**config.mk**
```make
export PLATFORM = sky130hd
export DESIGN_NAME = beis_top
export DESIGN_NICKNAME = d
export VERILOG_FILES = /design/src/beis_pkg.sv /design/src/beis_ins_if.sv /design/src/beis_top.sv /design/src/beis_err_insert.sv
export SDC_FILE = /design/constraint.sdc
export NUM_CORES = 1
export LEC_CHECK = 0
export ABC_AREA = 1
export ABC_CLOCK_PERIOD_IN_PS = 1900
export BUFFER_PORTS_ARGS = -buffer_cell sky130_fd_sc_hd__buf_2
export CAP_MARGIN = 20
export CORE_ASPECT_RATIO = 0.7
export CORE_MARGIN = 4
export CORE_UTILIZATION = 55
export DETAILED_ROUTE_END_ITERATION = 6
export GPL_ROUTABILITY_DRIVEN = 0
export GPL_TIMING_DRIVEN = 1
export PLACE_DENSITY = 0.79
export RECOVER_POWER = 50
export SLEW_MARGIN = 25
export SYNTH_ARGS = -nofsm -noshare
export SYNTH_HDL_FRONTEND = slang
export SYNTH_SLANG_ARGS = --single-unit
```
**constraint.sdc**
```tcl
create_clock -name i_ref_clk -period 1.9 [get_ports i_ref_clk]
set_input_delay 0.19 -clock i_ref_clk [delete_from_list [all_inputs] [get_ports i_ref_clk]]
set_output_delay 0.19 -clock i_ref_clk [all_outputs]
set_load 0.05 [all_outputs]
```
**src/beis_pkg.sv**
```systemverilog
// Constants, types and helpers shared by the tester error and status logic
package beis_pkg;

   localparam int unsigned AW          = 8;
   localparam int unsigned DW          = 8;

   // Register offsets
   localparam logic [AW-1:0] OFF_ERR_CTRL   = 8'h32;
   localparam logic [AW-1:0] OFF_ALT_CNT    = 8'h33;
   localparam logic [AW-1:0] OFF_STAT_LIVE  = 8'h38;
   localparam logic [AW-1:0] OFF_STAT_LATCH = 8'h39;
   localparam logic [AW-1:0] OFF_IRQ_EN     = 8'h3A;
   localparam logic [DW-1:0] RST_BYTE       = 8'h00;

   // error_insert_control fields
   localparam int unsigned B_SINGLE    = 0;
   localparam int unsigned RATE_LSB    = 1;
   localparam int unsigned RATE_W      = 3;
   localparam int unsigned CTRL_W      = 4;

   // pattern_status_live bit positions
   localparam int unsigned ST_SYNC     = 0;
   localparam int unsigned ST_ECO      = 1;
   localparam int unsigned ST_BCO      = 2;
   localparam int unsigned ST_ZERO     = 4;
   localparam int unsigned ST_ONE      = 5;

   // pattern_status_latched / irq enable bit positions
   localparam int unsigned LT_SYNC     = 0;
   localparam int unsigned LT_ECO      = 1;
   localparam int unsigned LT_BCO      = 2;
   localparam int unsigned LT_BED      = 3;
   localparam int unsigned LT_ZERO     = 4;
   localparam int unsigned LT_ONE      = 5;
   localparam int unsigned LATCH_W     = 6;
   localparam int unsigned IRQ_SRC_W   = 4;

   // Receive thresholds and widths
   localparam logic [5:0] SYNC_MATCH_N = 6'h20;
   localparam int unsigned WIN_N       = 64;
   localparam logic [6:0] LOSS_ERR_N   = 7'h06;
   localparam logic [5:0] RUN_N        = 6'h20;
   localparam int unsigned ERR_CNT_W   = 24;
   localparam int unsigned BIT_CNT_W   = 32;

   // Generator side
   localparam logic [3:0] WORD_LAST    = 4'hF;
   localparam int unsigned PS_W        = 3;
   localparam logic [PS_W-1:0] PS_ALT  = 3'h1;
   localparam int unsigned DEC_W       = 24;

   typedef enum logic {SYNC_HUNT, SYNC_LOCK} beis_sync_t;

   // Last count of the decade counter for each rate code
   function automatic logic [DEC_W-1:0] rate_limit(
      input logic [RATE_W-1:0] code);
      unique case (code)
         3'h1:    rate_limit = 24'h000009;
         3'h2:    rate_limit = 24'h000063;
         3'h3:    rate_limit = 24'h0003E7;
         3'h4:    rate_limit = 24'h00270F;
         3'h5:    rate_limit = 24'h01869F;
         3'h6:    rate_limit = 24'h0F423F;
         3'h7:    rate_limit = 24'h98967F;
         default: rate_limit = 24'h000000;
      endcase
   endfunction

endpackage

```
**src/beis_ins_if.sv**
```systemverilog
// Link between the control logic and the error inserter
`timescale 1ns/1ns
interface beis_ins_if;
   import beis_pkg::*;
   logic              bit_en;
   logic              bit_in;
   logic              bit_out;
   logic [RATE_W-1:0] rate_code;
   logic              single_req;
   modport ctrl (output bit_en, bit_in, rate_code, single_req,
                 input  bit_out);
   modport ins  (input  bit_en, bit_in, rate_code, single_req,
                 output bit_out);
endinterface

```
**src/beis_top.sv**
```systemverilog
// Tester error insertion, receive detectors and latched status block
`timescale 1ns/1ns
module beis_top (
   input  wire logic                  i_ref_clk,     // 50 MHz clock
   input  wire logic                  i_rst_n,       // Async reset
   input  wire logic [beis_pkg::AW-1:0] i_addr,      // Register address
   input  wire logic [beis_pkg::DW-1:0] i_wdata,     // Write data
   input  wire logic                  i_wr,          // Write strobe
   input  wire logic                  i_rd,          // Read strobe
   output logic [beis_pkg::DW-1:0]    o_rdata,       // Read data, next cycle
   input  wire logic [beis_pkg::PS_W-1:0] i_pattern_sel, // Pattern kind
   input  wire logic                  i_tx_restart,  // Generator reload
   input  wire logic                  i_tx_bit_en,   // Generated bit valid
   input  wire logic                  i_tx_bit,      // Generated bit
   output logic                       o_tx_bit,      // Bit with errors
   output logic                       o_alt_upper_word, // Send high word
   input  wire logic                  i_rx_bit_en,   // Received bit valid
   input  wire logic                  i_rx_bit,      // Received bit
   input  wire logic                  i_rx_expected, // Expected bit
   input  wire logic                  i_count_load,  // Count load level
   input  wire logic                  i_tester_irq_master_en, // Interrupt master en
   output logic [beis_pkg::BIT_CNT_W-1:0] o_bit_count, // Loaded bit count
   output logic [beis_pkg::ERR_CNT_W-1:0] o_err_count, // Loaded err count
   output logic                       o_irq          // Interrupt, high
);
   import beis_pkg::*;

   function automatic logic reg_hit(input logic [AW-1:0] a,
                                    input logic [AW-1:0] off);
      reg_hit = (a == off);
   endfunction

   // Host registers
   logic [CTRL_W-1:0]    err_ctrl_r;
   logic [DW-1:0]        alt_word_repeat_r;
   logic [IRQ_SRC_W-1:0] irq_en_r;
   logic [LATCH_W-1:0]   latch_r;
   logic [LATCH_W-1:0]   latch_set;
   logic [LATCH_W-1:0]   latch_clr;
   logic [DW-1:0]        rdata_nxt;

   // Edge detection
   logic single_q_r;
   logic load_q_r;
   logic single_rise;
   logic load_rise;

   // Generator side
   logic [3:0]  word_bit_r;
   logic [DW-1:0] rep_r;
   logic        upper_r;
   logic        alt_mode;

   // Receive side
   beis_sync_t           sync_state_r;
   logic [5:0]           match_run_r;
   logic [WIN_N-1:0]     win_r;
   logic [6:0]           win_cnt_r;
   logic [6:0]           win_cnt_nxt;
   logic                 mis;
   logic                 sync_live;
   logic                 sync_q_r;
   logic [BIT_CNT_W-1:0] bit_cnt_r;
   logic [ERR_CNT_W-1:0] err_cnt_r;
   logic                 bit_sat;
   logic                 err_sat;
   logic                 bit_sat_q_r;
   logic                 err_sat_q_r;
   logic [5:0]           zero_run_r;
   logic [5:0]           one_run_r;
   logic                 all_zero;
   logic                 all_one;

   beis_ins_if ins_if ();

   assign single_rise = err_ctrl_r[B_SINGLE] & ~single_q_r;
   assign load_rise   = i_count_load & ~load_q_r;

   assign ins_if.bit_en     = i_tx_bit_en;
   assign ins_if.bit_in     = i_tx_bit;
   assign ins_if.rate_code  = err_ctrl_r[RATE_LSB +: RATE_W];
   assign ins_if.single_req = single_rise;
   assign o_tx_bit          = ins_if.bit_out;

   beis_err_insert u_ins (
      .i_ref_clk (i_ref_clk),
      .i_rst_n   (i_rst_n),
      .io_ins    (ins_if)
   );

   // Register writes
   always_ff @(posedge i_ref_clk or negedge i_rst_n) begin
      if (!i_rst_n) begin
         err_ctrl_r        <= '0;
         alt_word_repeat_r <= RST_BYTE;
         irq_en_r          <= '0;
      end else if (i_wr) begin
         if (reg_hit(i_addr, OFF_ERR_CTRL)) begin
            err_ctrl_r <= i_wdata[CTRL_W-1:0];
         end
         if (reg_hit(i_addr, OFF_ALT_CNT)) begin
            alt_word_repeat_r <= i_wdata;
         end
         if (reg_hit(i_addr, OFF_IRQ_EN)) begin
            irq_en_r <= i_wdata[IRQ_SRC_W-1:0];
         end
      end
   end

   always_ff @(posedge i_ref_clk or negedge i_rst_n) begin
      if (!i_rst_n) begin
         single_q_r <= 1'b0;
         load_q_r   <= 1'b0;
      end else begin
         single_q_r <= err_ctrl_r[B_SINGLE];
         load_q_r   <= i_count_load;
      end
   end

   // Read mux; unmapped addresses read zero
   always_comb begin
      rdata_nxt = RST_BYTE;
      if (reg_hit(i_addr, OFF_ERR_CTRL)) begin
         rdata_nxt[CTRL_W-1:0] = err_ctrl_r;
      end else if (reg_hit(i_addr, OFF_ALT_CNT)) begin
         rdata_nxt = alt_word_repeat_r;
      end else if (reg_hit(i_addr, OFF_STAT_LIVE)) begin
         rdata_nxt[ST_SYNC] = sync_live;
         rdata_nxt[ST_ECO]  = err_sat;
         rdata_nxt[ST_BCO]  = bit_sat;
         rdata_nxt[ST_ZERO] = all_zero;
         rdata_nxt[ST_ONE]  = all_one;
      end else if (reg_hit(i_addr, OFF_STAT_LATCH)) begin
         rdata_nxt[LATCH_W-1:0] = latch_r;
      end else if (reg_hit(i_addr, OFF_IRQ_EN)) begin
         rdata_nxt[IRQ_SRC_W-1:0] = irq_en_r;
      end
   end

   // Data stands only in the cycle after the strobe
   always_ff @(posedge i_ref_clk or negedge i_rst_n) begin
      if (!i_rst_n) begin
         o_rdata <= RST_BYTE;
      end else begin
         o_rdata <= i_rd ? rdata_nxt : RST_BYTE;
      end
   end

   // Alternating-word sequencing, idle outside that mode
   assign alt_mode = (i_pattern_sel == PS_ALT);

   always_ff @(posedge i_ref_clk or negedge i_rst_n) begin
      if (!i_rst_n) begin
         word_bit_r <= '0;
         rep_r      <= '0;
         upper_r    <= 1'b0;
      end else if (i_tx_restart || !alt_mode) begin
         word_bit_r <= '0;
         rep_r      <= '0;
         upper_r    <= 1'b0;
      end else if (i_tx_bit_en) begin
         word_bit_r <= word_bit_r + 1'b1;
         if (word_bit_r == WORD_LAST) begin
            if (rep_r == alt_word_repeat_r) begin
               rep_r   <= '0;
               upper_r <= ~upper_r;
            end else begin
               rep_r <= rep_r + 1'b1;
            end
         end
      end
   end

   assign o_alt_upper_word = upper_r;

   // Lock hunting and loss window
   assign mis         = i_rx_bit ^ i_rx_expected;
   assign sync_live   = (sync_state_r == SYNC_LOCK);
   assign win_cnt_nxt = win_cnt_r + {6'h00, mis} - {6'h00, win_r[WIN_N-1]};

   always_ff @(posedge i_ref_clk or negedge i_rst_n) begin
      if (!i_rst_n) begin
         sync_state_r <= SYNC_HUNT;
         match_run_r  <= '0;
         win_r        <= '0;
         win_cnt_r    <= '0;
      end else if (i_rx_bit_en) begin
         unique case (sync_state_r)
            SYNC_HUNT: begin
               win_r     <= '0;
               win_cnt_r <= '0;
               if (mis) begin
                  match_run_r <= '0;
               end else if (match_run_r == SYNC_MATCH_N - 6'h01) begin
                  sync_state_r <= SYNC_LOCK;
                  match_run_r  <= '0;
               end else begin
                  match_run_r <= match_run_r + 1'b1;
               end
            end
            SYNC_LOCK: begin
               win_r     <= {win_r[WIN_N-2:0], mis};
               win_cnt_r <= win_cnt_nxt;
               if (win_cnt_nxt >= LOSS_ERR_N) begin
                  sync_state_r <= SYNC_HUNT;
               end
            end
         endcase
      end
   end

   // Saturating counters, copied out and cleared by count load
   assign bit_sat = &bit_cnt_r;
   assign err_sat = &err_cnt_r;

   always_ff @(posedge i_ref_clk or negedge i_rst_n) begin
      if (!i_rst_n) begin
         bit_cnt_r   <= '0;
         err_cnt_r   <= '0;
         o_bit_count <= '0;
         o_err_count <= '0;
      end else if (load_rise) begin
         o_bit_count <= bit_cnt_r;
         o_err_count <= err_cnt_r;
         bit_cnt_r   <= '0;
         err_cnt_r   <= '0;
      end else if (i_rx_bit_en && sync_live) begin
         if (!bit_sat) begin
            bit_cnt_r <= bit_cnt_r + 1'b1;
         end
         if (mis && !err_sat) begin
            err_cnt_r <= err_cnt_r + 1'b1;
         end
      end
   end

   // Run detectors for all-zero and all-one streams
   assign all_zero = (zero_run_r == RUN_N);
   assign all_one  = (one_run_r == RUN_N);

   always_ff @(posedge i_ref_clk or negedge i_rst_n) begin
      if (!i_rst_n) begin
         zero_run_r <= '0;
         one_run_r  <= '0;
      end else if (i_rx_bit_en) begin
         if (i_rx_bit) begin
            zero_run_r <= '0;
            one_run_r  <= all_one ? one_run_r : one_run_r + 1'b1;
         end else begin
            one_run_r  <= '0;
            zero_run_r <= all_zero ? zero_run_r : zero_run_r + 1'b1;
         end
      end
   end

   // Latched flags; a set in the clearing cycle wins
   always_comb begin
      latch_set          = '0;
      latch_set[LT_SYNC] = sync_live ^ sync_q_r;
      latch_set[LT_ECO]  = err_sat & ~err_sat_q_r;
      latch_set[LT_BCO]  = bit_sat & ~bit_sat_q_r;
      latch_set[LT_BED]  = i_rx_bit_en & sync_live & mis;
      latch_set[LT_ZERO] = all_zero;
      latch_set[LT_ONE]  = all_one;
      latch_clr = '0;
      if (i_wr && reg_hit(i_addr, OFF_STAT_LATCH)) begin
         latch_clr = i_wdata[LATCH_W-1:0];
      end
   end

   always_ff @(posedge i_ref_clk or negedge i_rst_n) begin
      if (!i_rst_n) begin
         latch_r     <= '0;
         sync_q_r    <= 1'b0;
         err_sat_q_r <= 1'b0;
         bit_sat_q_r <= 1'b0;
      end else begin
         latch_r     <= (latch_r & ~latch_clr) | latch_set;
         sync_q_r    <= sync_live;
         err_sat_q_r <= err_sat;
         bit_sat_q_r <= bit_sat;
      end
   end

   // Only the low four flags can reach the interrupt
   always_ff @(posedge i_ref_clk or negedge i_rst_n) begin
      if (!i_rst_n) begin
         o_irq <= 1'b0;
      end else begin
         o_irq <= i_tester_irq_master_en &
                  (|(latch_r[IRQ_SRC_W-1:0] & irq_en_r));
      end
   end
endmodule // beis_top

```
**src/beis_err_insert.sv**
```systemverilog
// Single and rate-based bit error inserter on the generated stream
`timescale 1ns/1ns
module beis_err_insert (
   input  wire logic i_ref_clk,   // System clock
   input  wire logic i_rst_n,     // Async reset, active low
   beis_ins_if.ins   io_ins       // Stream and insertion controls
);
   import beis_pkg::*;

   logic [DEC_W-1:0]  dec_r;
   logic [RATE_W-1:0] rate_q_r;
   logic              single_pend_r;
   logic              bit_out_r;
   logic              rate_hit;
   logic              rate_same;

   assign rate_same = (io_ins.rate_code == rate_q_r);
   assign rate_hit  = (io_ins.rate_code != '0) && rate_same &&
                      (dec_r == rate_limit(io_ins.rate_code));
   assign io_ins.bit_out = bit_out_r;

   // Decade counter of generated bits, restarted on a rate change
   always_ff @(posedge i_ref_clk or negedge i_rst_n) begin
      if (!i_rst_n) begin
         dec_r    <= '0;
         rate_q_r <= '0;
      end else begin
         rate_q_r <= io_ins.rate_code;
         if (!rate_same) begin
            dec_r <= '0;
         end else if (io_ins.bit_en) begin
            dec_r <= rate_hit ? '0 : dec_r + 1'b1;
         end
      end
   end

   // A request landing with a bit is kept for the following bit
   always_ff @(posedge i_ref_clk or negedge i_rst_n) begin
      if (!i_rst_n) begin
         single_pend_r <= 1'b0;
      end else if (io_ins.single_req) begin
         single_pend_r <= 1'b1;
      end else if (io_ins.bit_en) begin
         single_pend_r <= 1'b0;
      end
   end

   always_ff @(posedge i_ref_clk or negedge i_rst_n) begin
      if (!i_rst_n) begin
         bit_out_r <= 1'b0;
      end else if (io_ins.bit_en) begin
         bit_out_r <= io_ins.bit_in ^ (rate_hit | single_pend_r);
      end
   end
endmodule // beis_err_insert

```
; Yosys cells after proc, flatten, opt, wreduce, memory -nomap -nowiden
; Cells that the tools add are included.
; W data, S select, Z words.
[word_totals]
out_inout_bits = 67
ram_bits = 0
mem_bits_ro = 0
latch_bits = 0
in_bits = 31
register_bits = 280
elab_cells = 158
memories = 0
[op_classes]
n_lt_le_gt_ge = 1
n_shift = 0
n_reduce_logical = 28
n_eq_ne = 24
addsub = 10
muxes = 46
n_bitwise = 21
n_mul = 0
div = 0
[ops]
columns = op, count
row1 = $pmux W24 S7, 1
row2 = $mux W24, 6
row3 = $pmux W64 S2, 1
row4 = $mux W32, 3
row5 = $add A24 B1 Y24 const B, 2
row6 = $mux W6, 8
row7 = $eq A8 B6 Y1 const B, 5
row8 = $mux W8, 5
row9 = $add A32 B1 Y32 const B, 1
row10 = $reduce_and A32 Y1, 1
row11 = $eq A24 B24 Y1, 1
row12 = $mux W4, 6
row13 = $reduce_and A24 Y1, 1
row14 = $add A6 B1 Y6 const B, 3
row15 = $reduce_and A2 Y1, 9
row16 = $pmux W7 S2, 1
row17 = $eq A3 B3 Y1 const B, 4
row18 = $eq A6 B6 Y1 const B, 2
row19 = $reduce_bool A2 Y1, 6
row20 = $mux W1, 10
row21 = $add A8 B1 Y8 const B, 1
row22 = $eq A8 B8 Y1, 1
row23 = $ne A2 B2 Y1 const B, 4
row24 = $add A7 B1 Y7, 1
row25 = other kinds (25), 47

; Logic depth before layout (Yosys ltp)
[depth]
depth_word = 7
mapped_depth = 16

; Modules after synthesis
; A second synthesis with hierarchy kept.
[unflattened]
hier_cells = 1861
hier_area_um2 = 14477.6
[by_module_without_submodules]
columns = module, area_each_um2, cells_each, n_inst
row1 = beis_top, 12140.4, 1497, 1
row2 = beis_err_insert, 2337.2, 364, 1

; Worst setup path before layout
; Ideal clock, no wire load.
[synth_path]
kind = input -> register
from = in i_rx_bit
to = reg sync_state_r (netlist: sync_live)
stages = 14
arrival_ns = 2.119
slack_ns = -0.339
cell_sequence = buf_4 xor2_2 nor2_1 inv_1 nand2_1 ha_1 inv_1 fa_1 o21ai_0 xor2_1 o21ai_0 inv_1 nor2_1 and3_1
[synth_via]
elab_chain_cells = 6
[synth_lines]
columns = element, line_no
row1 = start: declaration, beis_top.sv:18  ; input wire logic i_rx_bit,
row2 = $xor A1 B1 Y1 (*), beis_top.sv:177  ; assign mis = i_rx_bit ^ i_rx_expected;
row3 = $add A7 B1 Y7, beis_top.sv:179  ; assign win_cnt_nxt = win_cnt_r + {6'h00, mis} - {6'h00, win_r[WIN_N-1]};
row4 = $sub A7 B1 Y7, beis_top.sv:179
row5 = $ge A7 B3 Y1, beis_top.sv:204  ; if (win_cnt_nxt >= LOSS_ERR_N) begin
row6 = $mux W1, beis_top.sv:204
row7 = $pmux W1 S2 (*), beis_top.sv:188  ; unique case (sync_state_r)
row8 = end signal: assignment, beis_top.sv:183  ; sync_state_r <= SYNC_HUNT;
row9 = end signal: assignment, beis_top.sv:195  ; sync_state_r <= SYNC_LOCK;
row10 = end signal: assignment, beis_top.sv:205  ; sync_state_r <= SYNC_HUNT;
row11 = end: declaration, beis_top.sv:55  ; beis_sync_t sync_state_r;
; Every way passes the cells marked *; elsewhere a longest branch is shown, timed or not.
; A chain may end at the register's enable or synchronous reset.

; Worst setup path in the final report
[layout_path]
from = reg win_r[63]
to = reg sync_state_r (netlist: sync_live)
[layout_via]
elab_chain_cells = 4
[layout_lines]
columns = element, line_no
row1 = start: declaration, beis_top.sv:57  ; logic [WIN_N-1:0] win_r;
row2 = start signal: assignment, beis_top.sv:202  ; win_r <= {win_r[WIN_N-2:0], mis};
row3 = $sub A7 B1 Y7, beis_top.sv:179
row4 = $ge A7 B3 Y1, beis_top.sv:204
row5 = $mux W1, beis_top.sv:204
row6 = $pmux W1 S2, beis_top.sv:188
; Every way passes these cells.

==> results.ini <==
[cts]
clk_pin_slew_ns=0.06
htree_levels=1
root_buffer=clkbuf_16
clockBufferDepth=3
cts.sinks=280
tritoncts=done
cts_buffers=27
clk_latency_ns=0.54

[setup_path]
r2r-end=sync_live
cp-start-kind=flop
path_class=reg -> reg
max_stage_delay_ns=0.39
path_cells=inv_2 -> nand2_2 -> nand2_2 -> ha_4 -> inv_2 -> fa_2 -> buf_6 -> xor2_2 -> nor2_1 -> o21ai_1 -> inv_1 -> nor2_1 -> and3_1
reg2reg_from=win_r[63]
cp_slowest_cell=fa_2
worst_ep_arrival_time_ns=2.44
endpoint_kind=flop
r2r_cells=13
r2r_slack_ns=-0.11
cp_data_required_time_ns=2.33
crit_buf_inv=4
cpLargestDelayFamily=adder cells
cp_max_fo=3

[sta]
layout_min_cycle_time_ns=2.01
rsz0062_at_grt=yes
skew_ns=0.00886
hold_ws_ns=0.0113
setup_slack_ns=-0.106
maxSlewHeadroom_pct=21.2
clock.fmax_mhz=499
hold_violations=0
setup_viol=5
finalMaxSlewViolations=0
fin_crit_sh_pct=106
tightestPinTransition_ns=1.18

[logic_synthesis]
ys.flop_type=dfrtp_1
synth_nets=1762
ys_ff_latch=280
synth_edf_count=0
synth_top_area_share_pct=50.3
synthArstFlopShare_pct=100
syn_inst=1714
seq_area_frac_synth_pct=50.3
synth_area_per_cell_um2=8.13
synth.largest_area_cell=dfrtp_1
ys_top_cells_by_area=dfrtp_1 (50%), nand2_1 (10%), inv_1 (7.0%), o21ai_0 (5.2%), o22ai_1 (3.8%)
netlist_area_um2=13900
ys_warn_count=0
synth_cell_types=46

[run]
maxCapViolCount=0

[finish]
final_common_cell=nand2_1
fillers=1878
syn_to_final_growth_pct=21.8
post_route_cells_drive_above_1_share_pct=20.3
final_cell_mix=nand2_1 (361), dfrtp_1 (273), inv_1 (247), o21ai_0 (132), nor2_1 (98)
final_nets=1961
antennaDiodeCount=0
final_util_pct=68.4

[global_route]
antenna_found_initial=0
groute.usage.overall_pct=25.1
grt_max_degree=81
overflow=0
use_met1_pct=37.8
use_met3_pct=5.16
globalRouteMet2Util_pct=38.1
grt_pass1_wl_um=58800
top_usage_layer=met2
grt_pass1_vias=11900

[status]
status=finished, violations left
violations=DRC, setup timing

[pwr]
pwr-share-comb_pct=16.1
vdd_drop_max_uv=686
power.density_nw_per_um2=844
clockPowerShare_pct=38.6
p_int_w=0.0102
seq_power_share_pct=45.3
power.switching_w=0.00409
leakage_nw=8.00
p_total_w=0.0143
switching_share_pct=28.5

[min_path]
hold-path-endpoint=word_bit_r[0]
min_delay_path_depth=4
hp-class=in -> reg
worstHoldStart=i_tx_restart

[detailed_routing]
vias_per_cell=5.66
dr_total_vias=12800
drtIter0Drc=1355
totalWireLength_um=36700
drtPass1Iterations=7
route.detailed.drc=1
ant_nets=0
routedWlPerCell_um=16.3

[floorplan]
core_um2=24800
die_w_um=198
num_rows=48
start_util_pct=56.2
die_h_um=141
die_area_um2=28000
io_pins=98

[placement]
port_buffers=97
hpwl_um=25300

[worst min-delay path, stage by stage]
cell and delay (ns):
buf_2 0.07, nor2_1 0.03, nand2_1 0.15, nor2_1 0.07
[how the worst max path moves through the flow]
| stage | start | to | slack, ns | cells after the start |
|---|---|---|---|---|
| finish | win_r[63] | sync_live | -0.11 | 13 |
| global route | win_r[63] | sync_live | -0.22 | 13 |
| CTS | win_r[63] | sync_live | -0.07 | 15 |
| detailed placement | i_rx_expected | sync_live | -0.29 | 16 |
| global placement | i_rx_expected | sync_live | -0.21 | 14 |
| floorplan | i_rx_bit | sync_live | -0.13 | 14 |
[cell type report]
type / count / area [um^2] / area share (%)
clock buffers: 38 / 807 / 4.76
inverters: 262 / 993 / 5.85
well taps: 325 / 407 / 2.40
clock inverters: 11 / 114 / 0.671
repair buffers: 223 / 1540 / 9.09
flip-flops and latches: 280 / 7020 / 41.3
multi-input cells: 1119 / 6090 / 35.9
[through the flow]
step,instances,setup TNS (ns),setup WS [ns],cell area (um^2)
6_report,2258,-0.215,-0.106,17000
5_1_grt,2258,-2.22,-0.223,17000
4_1_cts,2243,-0.166,-0.0732,16500
3_5_place_dp,2175,-0.999,-0.293,15400
3_3_place_gp,2175,-0.424,-0.206,15400
2_1_floorplan,1714,-0.202,-0.127,14000
[state kept, by name, summed over array words and instances (netlist names), 7 cells and up]
signal             count
win_cnt_r              7
bit_cnt_r             32
rep_r                  8
o_err_count           24
o_bit_count           32
win_r                 64
o_rdata                8
err_cnt_r             24
alt_word_repeat_r      8
u_ins.dec_r           24
[power groups by stage]
stage / Clock [W] / Sequential, W / Combinational, W
finish: 0.00552 / 0.00649 / 0.00231
global route: 0.00586 / 0.00652 / 0.00253
CTS: 0.00561 / 0.00649 / 0.00213
detailed placement: 0 / 0.00660 / 0.00209
global placement: 0 / 0.00658 / 0.00203
floorplan: 0 / 0.00687 / 0.00103
[kinds of logic after synthesis]
group | after synthesis | synth area share (%)
buf+inv | 316 | 8.80
fa+ha+maj | 17 | 1.58
compound gates | 321 | 13.2
xor+xnor | 38 | 2.44
simple gates | 742 | 23.7
flops | 280 | 50.3
[synth_stat cells (20+ instances only)]
cell type and count:
nand4_1 56, o22ai_1 84, dfrtp_1 280, nand3_1 104, inv_1 261, nor2_1 108
xor2_1 28, a21oi_1 49, nor3_1 49, nand2_1 379, o21ai_0 146, clkbuf_1 32
o21ai_2 20
[timing repair]
item	in CTS	in global routing
setup endpoints to repair	14	79
hold buffers	12	0
endpoints found under the hold margin	296	0
buffers inserted	7	14
gates cloned	0	2
resized for setup	8	123
pin swaps	15	32
[metal layers]
layer  vias to the layer above  part of all wire [%]  wire, um
li1                       6055                     -         -
met2                       589                    45     16500
met5                         -                     0         0
met1                      6052                    44     16200
met4                         0                   2.2       819
met3                        79                   8.6      3160
Power figures use the tool's default switching activity.
